==> config.mk <==
export PLATFORM = sky130hd
export DESIGN_NAME = debug_control_status
export DESIGN_NICKNAME = d
export VERILOG_FILES = /design/src/rtl/debug_cause_select.v /design/src/rtl/debug_control_status.v
export VERILOG_INCLUDE_DIRS = /design/src /design/src/shared
export SDC_FILE = /design/constraint.sdc
export NUM_CORES = 1
export LEC_CHECK = 0
export BUFFER_PORTS_ARGS = -buffer_cell sky130_fd_sc_hd__buf_4
export CAP_MARGIN = 5
export CORE_AREA = 2 2 67 69
export CTS_CLUSTER_DIAMETER = 60
export DETAILED_ROUTE_END_ITERATION = 16
export DIE_AREA = 0 0 69 71
export GPL_TIMING_DRIVEN = 1
export PLACE_DENSITY = 0.86
export SLEW_MARGIN = 20
export SYNTH_ARGS = -nofsm -noshare
export SYNTH_HDL_FRONTEND = slang
export SYNTH_HIERARCHICAL = 1
export SYNTH_SLANG_ARGS = --single-unit
==> constraint.sdc <==
create_clock -name ref_clk -period 3.2 [get_ports ref_clk]
set_input_delay 0.64 -clock ref_clk [delete_from_list [all_inputs] [get_ports ref_clk]]
set_output_delay 0.64 -clock ref_clk [all_outputs]
set_load 0.005 [all_outputs]
==> src/shared/debug_csr_defs.vh <==
/*
 * Field positions, reset values and entry cause codes of the debug control
 * and status register. Definitions only; included by its bare name.
 */
`ifndef DEBUG_CSR_DEFS_VH
`define DEBUG_CSR_DEFS_VH

`define DCS_ENABLE_BIT    31
`define DCS_HALT_BIT      30
`define DCS_TRAP_FAST_BIT 23
`define DCS_TRAP_NORM_BIT 22
`define DCS_TRAP_DABT_BIT 20
`define DCS_TRAP_PABT_BIT 19
`define DCS_TRAP_SWI_BIT  18
`define DCS_TRAP_UNDF_BIT 17
`define DCS_TRAP_RST_BIT  16
`define DCS_STICKY_BIT    5
`define DCS_CAUSE_HI      4
`define DCS_CAUSE_LO      2
`define DCS_MODE_BIT      1
`define DCS_TEN_BIT       0

`define CAUSE_RESET       3'h0
`define CAUSE_IBKPT       3'h1
`define CAUSE_DBKPT       3'h2
`define CAUSE_BKPT_INSTR  3'h3
`define CAUSE_EXT_DEBUG   3'h4
`define CAUSE_VEC_TRAP    3'h5
`define CAUSE_TBUF_FULL   3'h6

`define WORD_ZERO         32'h00000000
`define TRAPS_ZERO        7'h00

`endif

==> src/rtl/debug_cause_select.v <==
/*
 * Picks the highest priority debug cause among those raised together.
 * Assumes all request inputs are on ref_clk and already qualified.
 */
`timescale 1ns/10ps
`default_nettype none
`include "debug_csr_defs.vh"

module debug_cause_select (
    input  wire       req_vec_trap,
    input  wire       req_dbkpt,
    input  wire       req_ext_debug,
    input  wire       req_tbuf_full,
    input  wire       req_ibkpt,
    input  wire       req_bkpt_instr,
    output reg        any_req,
    output reg  [2:0] cause
);

    // Fixed priority: vector trap, data bkpt, external, trace full, instr bkpt, bkpt instr
    always @* begin
        any_req = 1'b1;
        if (req_vec_trap) begin
            cause = `CAUSE_VEC_TRAP;
        end else if (req_dbkpt) begin
            cause = `CAUSE_DBKPT;
        end else if (req_ext_debug) begin
            cause = `CAUSE_EXT_DEBUG;
        end else if (req_tbuf_full) begin
            cause = `CAUSE_TBUF_FULL;
        end else if (req_ibkpt) begin
            cause = `CAUSE_IBKPT;
        end else if (req_bkpt_instr) begin
            cause = `CAUSE_BKPT_INSTR;
        end else begin
            cause   = `CAUSE_RESET;
            any_req = 1'b0;
        end
    end

endmodule // debug_cause_select

`default_nettype wire

==> src/rtl/debug_control_status.v <==
/*
 * Debug control and status register with a software (coprocessor) port and
 * a JTAG port, plus the qualification of debug events against its fields.
 * Assumes: all inputs except trst_n come from ref_clk logic; trst_n is the
 * JTAG test reset from a pin and is synchronised here. Writes are one-cycle
 * strobes. Processor reset is the synchronous reset input.
 */
// Field ownership in short
//   Software side owns: global enable, sticky abort, entry cause,
//   trace mode and trace enable. The JTAG side only reads them.
//   JTAG side owns: halt select and the seven vector trap bits.
//   Software only reads them.
//
// Two resets, two owners
//   Processor reset restores the software-owned fields only. The
//   debugger must be able to arm a reset vector trap and halt mode
//   before or during a processor reset, so those fields survive it.
//   Test reset restores the JTAG-owned fields only, and it acts even
//   while processor reset is held, so power-up with reset high and trst_n low
//   leaves every field at a known value.
//
// Hazards a user must know
//   Test reset comes from a pin and passes two flops, so it takes
//   effect two to three edges late; a JTAG write inside that span is
//   overridden by it.
//   In halt mode software writes are dropped unless the core is in
//   its special debug state; nothing reports the dropped write.
//   A hardware event beats a software write to the same field in
//   the same cycle: losing a cause record is worse than losing a
//   write that software can simply repeat.
//   Reserved bits read as zero, which is one legal undefined value;
//   software must not rely on it.
//
// Event path
//   Raw event pulses are qualified against the enables, the
//   priority select picks one cause, and the exception pulse
//   leaves on the following edge together with the new cause.
`timescale 1ns/10ps
`default_nettype none
`include "debug_csr_defs.vh"

module debug_control_status (
    input  wire        ref_clk,
    input  wire        reset,
    input  wire        trst_n,
    input  wire        sw_wr,
    input  wire [31:0] sw_wdata,
    output wire [31:0] sw_rdata,
    input  wire        jtag_wr,
    input  wire [31:0] jtag_wdata,
    output wire [31:0] jtag_rdata,
    input  wire        sds_active,
    input  wire        data_abort_seen,
    input  wire [6:0]  vector_fetch,
    input  wire        ibkpt_hit,
    input  wire        dbkpt_hit,
    input  wire        bkpt_instr,
    input  wire        ext_debug_req,
    input  wire        tbuf_full,
    output reg         debug_exception,
    output reg         bkpt_as_loop,
    output reg         trace_active,
    output reg         trace_fill_once,
    output reg         halt_mode,
    output reg         debug_enabled
);

    // Field registers
    reg        global_debug_enable_reg;
    reg        global_debug_enable_next;
    reg        halt_sel_reg;
    reg        halt_sel_next;
    reg  [6:0] trap_reg;            // {fast_irq,normal_irq,data_abort,prefetch_abort,soft_interrupt,undef_instr,reset_vector}
    reg  [6:0] trap_next;
    reg        sticky_abort_flag_reg;
    reg        sticky_abort_flag_next;
    reg  [2:0] entry_cause_reg;
    reg  [2:0] entry_cause_next;
    reg        trace_mode_reg;
    reg        trace_mode_next;
    reg        trace_enable_reg;
    reg        trace_enable_next;
    reg        trst_meta_reg;
    reg        trst_sync_reg;
    wire       trst_active;
    wire [6:0] trap_hit;
    wire       sel_any;
    wire [2:0] sel_cause;
    wire       dbg_en;
    wire [31:0] image;

    // Test reset comes from a pin: two flops before use
    // No processor reset here: test reset must act while reset is held
    always @(posedge ref_clk) begin
        trst_meta_reg <= trst_n;
        trst_sync_reg <= trst_meta_reg;
    end
    assign trst_active = ~trst_sync_reg;

    // Short name for the qualifying enable
    assign dbg_en = global_debug_enable_reg;

    // Trap matched on vector fetch; only the reset trap ignores global enable
    genvar i;
    generate
        for (i = 0; i < 7; i = i + 1) begin : g_trap
            if (i == 0) begin : g_rst
                assign trap_hit[i] = trap_reg[i] & vector_fetch[i];
            end else begin : g_oth
                assign trap_hit[i] = trap_reg[i] & vector_fetch[i] & dbg_en;
            end
        end
    endgenerate

    // Priority among causes raised in the same cycle
    // Trace full only breaks in fill-once mode
    debug_cause_select debug_cause_select_inst (
        .req_vec_trap   (|trap_hit),
        .req_dbkpt      (dbkpt_hit & dbg_en),
        .req_ext_debug  (ext_debug_req & dbg_en),
        .req_tbuf_full  (tbuf_full & dbg_en & trace_mode_reg),
        .req_ibkpt      (ibkpt_hit & dbg_en),
        .req_bkpt_instr (bkpt_instr & dbg_en),
        .any_req        (sel_any),
        .cause          (sel_cause)
    );

    // Next-state of every field: reset, TRST, writes, then hardware events
    always @* begin
        global_debug_enable_next = global_debug_enable_reg;
        halt_sel_next            = halt_sel_reg;
        trap_next                = trap_reg;
        sticky_abort_flag_next   = sticky_abort_flag_reg;
        entry_cause_next         = entry_cause_reg;
        trace_mode_next          = trace_mode_reg;
        trace_enable_next        = trace_enable_reg;
        // JTAG-owned fields: test reset, then JTAG write; processor reset has no say
        if (trst_active) begin
            halt_sel_next = 1'b0;
            trap_next     = `TRAPS_ZERO;
        end else if (jtag_wr) begin
            halt_sel_next = jtag_wdata[`DCS_HALT_BIT];
            trap_next     = {jtag_wdata[`DCS_TRAP_FAST_BIT], jtag_wdata[`DCS_TRAP_NORM_BIT],
                             jtag_wdata[`DCS_TRAP_DABT_BIT], jtag_wdata[`DCS_TRAP_PABT_BIT],
                             jtag_wdata[`DCS_TRAP_SWI_BIT], jtag_wdata[`DCS_TRAP_UNDF_BIT],
                             jtag_wdata[`DCS_TRAP_RST_BIT]};
        end
        // Software-owned fields: processor reset, write, hardware events
        if (reset) begin
            global_debug_enable_next = 1'b0;
            sticky_abort_flag_next   = 1'b0;
            entry_cause_next         = `CAUSE_RESET;
            trace_mode_next          = 1'b0;
            trace_enable_next        = 1'b0;
        end else begin
            // Halt mode blocks software writes outside the special debug state
            if (sw_wr && (!halt_sel_reg || sds_active)) begin
                global_debug_enable_next = sw_wdata[`DCS_ENABLE_BIT];
                sticky_abort_flag_next   = sw_wdata[`DCS_STICKY_BIT];
                entry_cause_next         = sw_wdata[`DCS_CAUSE_HI:`DCS_CAUSE_LO];
                trace_mode_next          = sw_wdata[`DCS_MODE_BIT];
                trace_enable_next        = sw_wdata[`DCS_TEN_BIT];
            end
            // Hardware events win over a software write in the same cycle
            if (data_abort_seen && sds_active && halt_sel_reg) begin
                sticky_abort_flag_next = 1'b1;
            end
            if (sel_any) begin
                entry_cause_next  = sel_cause;
                trace_enable_next = 1'b0;
            end
        end
    end

    // Field state update
    always @(posedge ref_clk) begin
        global_debug_enable_reg <= global_debug_enable_next;
        halt_sel_reg            <= halt_sel_next;
        trap_reg                <= trap_next;
        sticky_abort_flag_reg   <= sticky_abort_flag_next;
        entry_cause_reg         <= entry_cause_next;
        trace_mode_reg          <= trace_mode_next;
        trace_enable_reg        <= trace_enable_next;
    end

    // Register image; reserved bits read zero, a legal undefined value
    assign image = {global_debug_enable_reg, halt_sel_reg, 6'h00,
                    trap_reg[6], trap_reg[5], 1'b0, trap_reg[4:0],
                    10'h000, sticky_abort_flag_reg, entry_cause_reg,
                    trace_mode_reg, trace_enable_reg};
    assign sw_rdata   = image;
    assign jtag_rdata = image;

    // Outputs to the core, all registered
    always @(posedge ref_clk) begin
        if (reset) begin
            debug_exception <= 1'b0;
            bkpt_as_loop    <= 1'b1;
            trace_active    <= 1'b0;
            trace_fill_once <= 1'b0;
            halt_mode       <= halt_sel_reg;
            debug_enabled   <= 1'b0;
        end else begin
            debug_exception <= sel_any;
            bkpt_as_loop    <= ~global_debug_enable_next;
            trace_active    <= trace_enable_next & global_debug_enable_next;
            trace_fill_once <= trace_mode_next;
            halt_mode       <= halt_sel_next;
            debug_enabled   <= global_debug_enable_next;
        end
    end

endmodule // debug_control_status

`default_nettype wire

==> flow_summary_export.csv <==
group,metric,value,unit
clocking,cts_buffers,3,
logic_synthesis,synth-seq-cells,23,
detailed_routing,drt_iter0_drc,14,
die,core,4200,sq um
logic_synthesis,syn_area,1380,sq um
die,pin_count,153,
sta,final.setup.worst_slack,633,ps
sta,drv_slew,0,
detailed_routing,route.antenna.remaining_nets,0,
worst_setup_path,crit_slowest_cell,"or4_1",
die,num_rows,24,
logic_synthesis,synthCells,155,
logic_synthesis,syn_avg_cell_area,8.89,sq um
clocking,hold_buffers,0,
sta,setup_viol,0,
die,die_w,69,microns
die,initial_utilization,32.8,%
logic_synthesis,ys_types,29,
sta,hold_viol_final,0,
pwr,p_per_area,387,nW/um^2
sta,rsz0062_at_grt,"false",
worst_setup_path,cp_num_buf_inv,1,
grt,grt_pass1_wl,4440,microns
worst_setup_path,critical-path-top-delay-family,"simple AND/OR/NAND/NOR gates",
logic_synthesis,synth_top_family_by_area,"buffers and inverters",
die,die_h,71,microns
run,drv_cap,0,
clocking,insertion_delay,260,ps
place,gp_congestion,0.748,
logic_synthesis,synth_edf_count,0,
cells_and_area,syn2layout_area_growth,24.2,%
grt,grt_max_degree,13,
logic_synthesis,muxShareOfSynthArea,6.63,%
place,hpwl,2340,microns
detailed_routing,drt_first_pass_iters,2,
worst_setup_path,crit_type,"input port to register",
cells_and_area,mostFrequentLayoutCell,"buf_4",
outcome,status,"complete, no violations",
place,numPortBuffers,69,
place,pre_cts_ws,333,ps
sta,max_freq,0.389,GHz
cells_and_area,antenna_cells,0,
worst_setup_path,end_kind,"register",
die,die-area,4900,sq um
worst_setup_path,critPathRequiredTime,3350,ps
cells_and_area,nets,288,
cells_and_area,fillers,444,
logic_synthesis,yosys.area_share.adder,0,%
logic_synthesis,seq_area_frac_synth,33.4,%
logic_synthesis,synth_warnings,6,
min_path,hold_path.class,"register to register",
cells_and_area,final_cell_mix,"buf_4, conb_1, dfxtp_1",
clocking,clkSinkCount,23,
clocking,cts.repair.resized,0,
logic_synthesis,synthFlopType,"dfxtp_1",
pwr,power_leakage,0.882,nW
grt,grt_pass1_vias,979,
pwr,vdd_drop_max,0.000246,V
worst_setup_path,max_stage_delay,730,ps
sta,fin_tns_setup,0,ps
cells_and_area,drive_gt1_share,38.2,%
detailed_routing,drcViolationCount,0,
detailed_routing,wirelength,2860,microns
clocking,cts_max_path_buffers,2,
clocking,cts_setup_buffers,0,
logic_synthesis,synthSimpleGateAreaFrac,15.9,%
worst_setup_path,critPathLaunchType,"input port",
worst_setup_path,rrSetupSlack,760,ps
logic_synthesis,ys_async_sr_fraction,0,%
clocking,htreeDepth,1,
clocking,clk_pin_slew,80,ps
sta,finalCritPeriodShare,80.2,%
logic_synthesis,synth-compound-area-share,11.7,%
grt,antenna_found_initial,0,
worst_setup_path,cp_max_fo,12,
clocking,cts_tree,"built",
worst_setup_path,crit_top_cell,"or4_1",
detailed_routing,route.vias.total,1066,
sta,finalCriticalPeriod,2570,ps
worst_setup_path,crit_arrival,2720,ps
detailed_routing,routed_via_density,4.16,
grt,track_usage,11.3,%
worst_setup_path,cp_cell_sequence,"buf_4 -> a22oi_1 -> nand3_1 -> a22o_1 -> or4_1 -> or4_1 -> o311a_1",
detailed_routing,wl_per_cell,11.2,microns
cells_and_area,largest_register_ffs,7,
sta,finClkSkew,2.84,ps
clocking,cts_root_buf,"clkbuf_8",
logic_synthesis,synthXorXnorAreaFrac,0,%
grt,grt-ovfl-total,0,
==> power breakdown <==
part	leakage [nW]	total, W	internal [W]	switching, W
sequential	0.190	0.000324	0.000307	0.0000175
clock	0.0228	0.000181	0.0000888	0.0000923
combinational	0.669	0.000157	0.0000930	0.0000637
==> cells in the mapped netlist (all sizes together) (3+ instances only) <==
master / n / share of area, %
a21oi: 9 / 3.3
a22oi: 3 / 1.6
and2: 4 / 1.8
buf: 56 / 30
dfxtp: 23 / 33
inv: 6 / 1.6
mux2i: 8 / 5.8
nor2: 4 / 1.3
nor2b: 11 / 5.0
o21ai: 3 / 1.1
o21bai: 3 / 1.6
o311a: 3 / 2.2
or4: 4 / 2.2
==> final cells by class <==
type	count	area, sq um	area share, %
Multi-Input combinational cell	102	599	35.0
Timing Repair Buffer	69	518	30.3
Sequential cell	23	460	26.9
Tap cell	52	65.1	3.80
Clock buffer	4	45.0	2.63
Inverter	6	22.5	1.32
==> path summary, 6_finish.rpt <==
path	startpoint	endpoint	cells past startpoint
setup / recovery	vector_fetch[1]	entry_cause_reg[2]$_SDFFE_PP0P_	7
hold / removal	trst_meta_reg$_DFF_P_	trst_sync_reg$_DFF_P_	0
setup reg to reg	trap_reg[1]$_SDFFE_PN0P_	entry_cause_reg[2]$_SDFFE_PP0P_	6
hold reg to reg	trst_meta_reg$_DFF_P_	trst_sync_reg$_DFF_P_	0
==> worst register-to-register path, stage by stage (launching register included) <==
cell and delay, ps:
dfxtp_1 350, a22oi_1 180, nand3_1 100, a22o_1 250, or4_1 730, or4_1 590, o311a_1 140
==> metrics by stage <==
step / util [%] / instance area (sq um) / cells / hold WS, ps / total power (W)
detailed placement: 39.6 / 1670 / 252 / 314 / 0.000490
floorplan: - / 1500 / 188 / 310 / 0.000450
finish: 40.7 / 1710 / 256 / 332 / 0.000662
global route: 40.7 / 1710 / 256 / 350 / 0.000700
global placement: 39.6 / 1670 / 252 / 310 / 0.000486
CTS: 40.7 / 1710 / 256 / 334 / 0.000669
==> cell families after synthesis <==
family                 count (synthesis)
multiplexers                           9
other                                  1
flip-flops                            23
AND/OR/NAND/NOR                       35
AO/OA/AOI/OAI                         24
buffers and inverters                 63
==> routing by layer <==
| layer | track usage, % | part of all wire (%) |
|---|---|---|
| met1 | 14.0 | 46 |
| met4 | 3.92 | 0.56 |
| met5 | 0 | 0 |
| met3 | 2.85 | 7.7 |
| met2 | 19.0 | 46 |
Power figures use the tool's default switching activity.
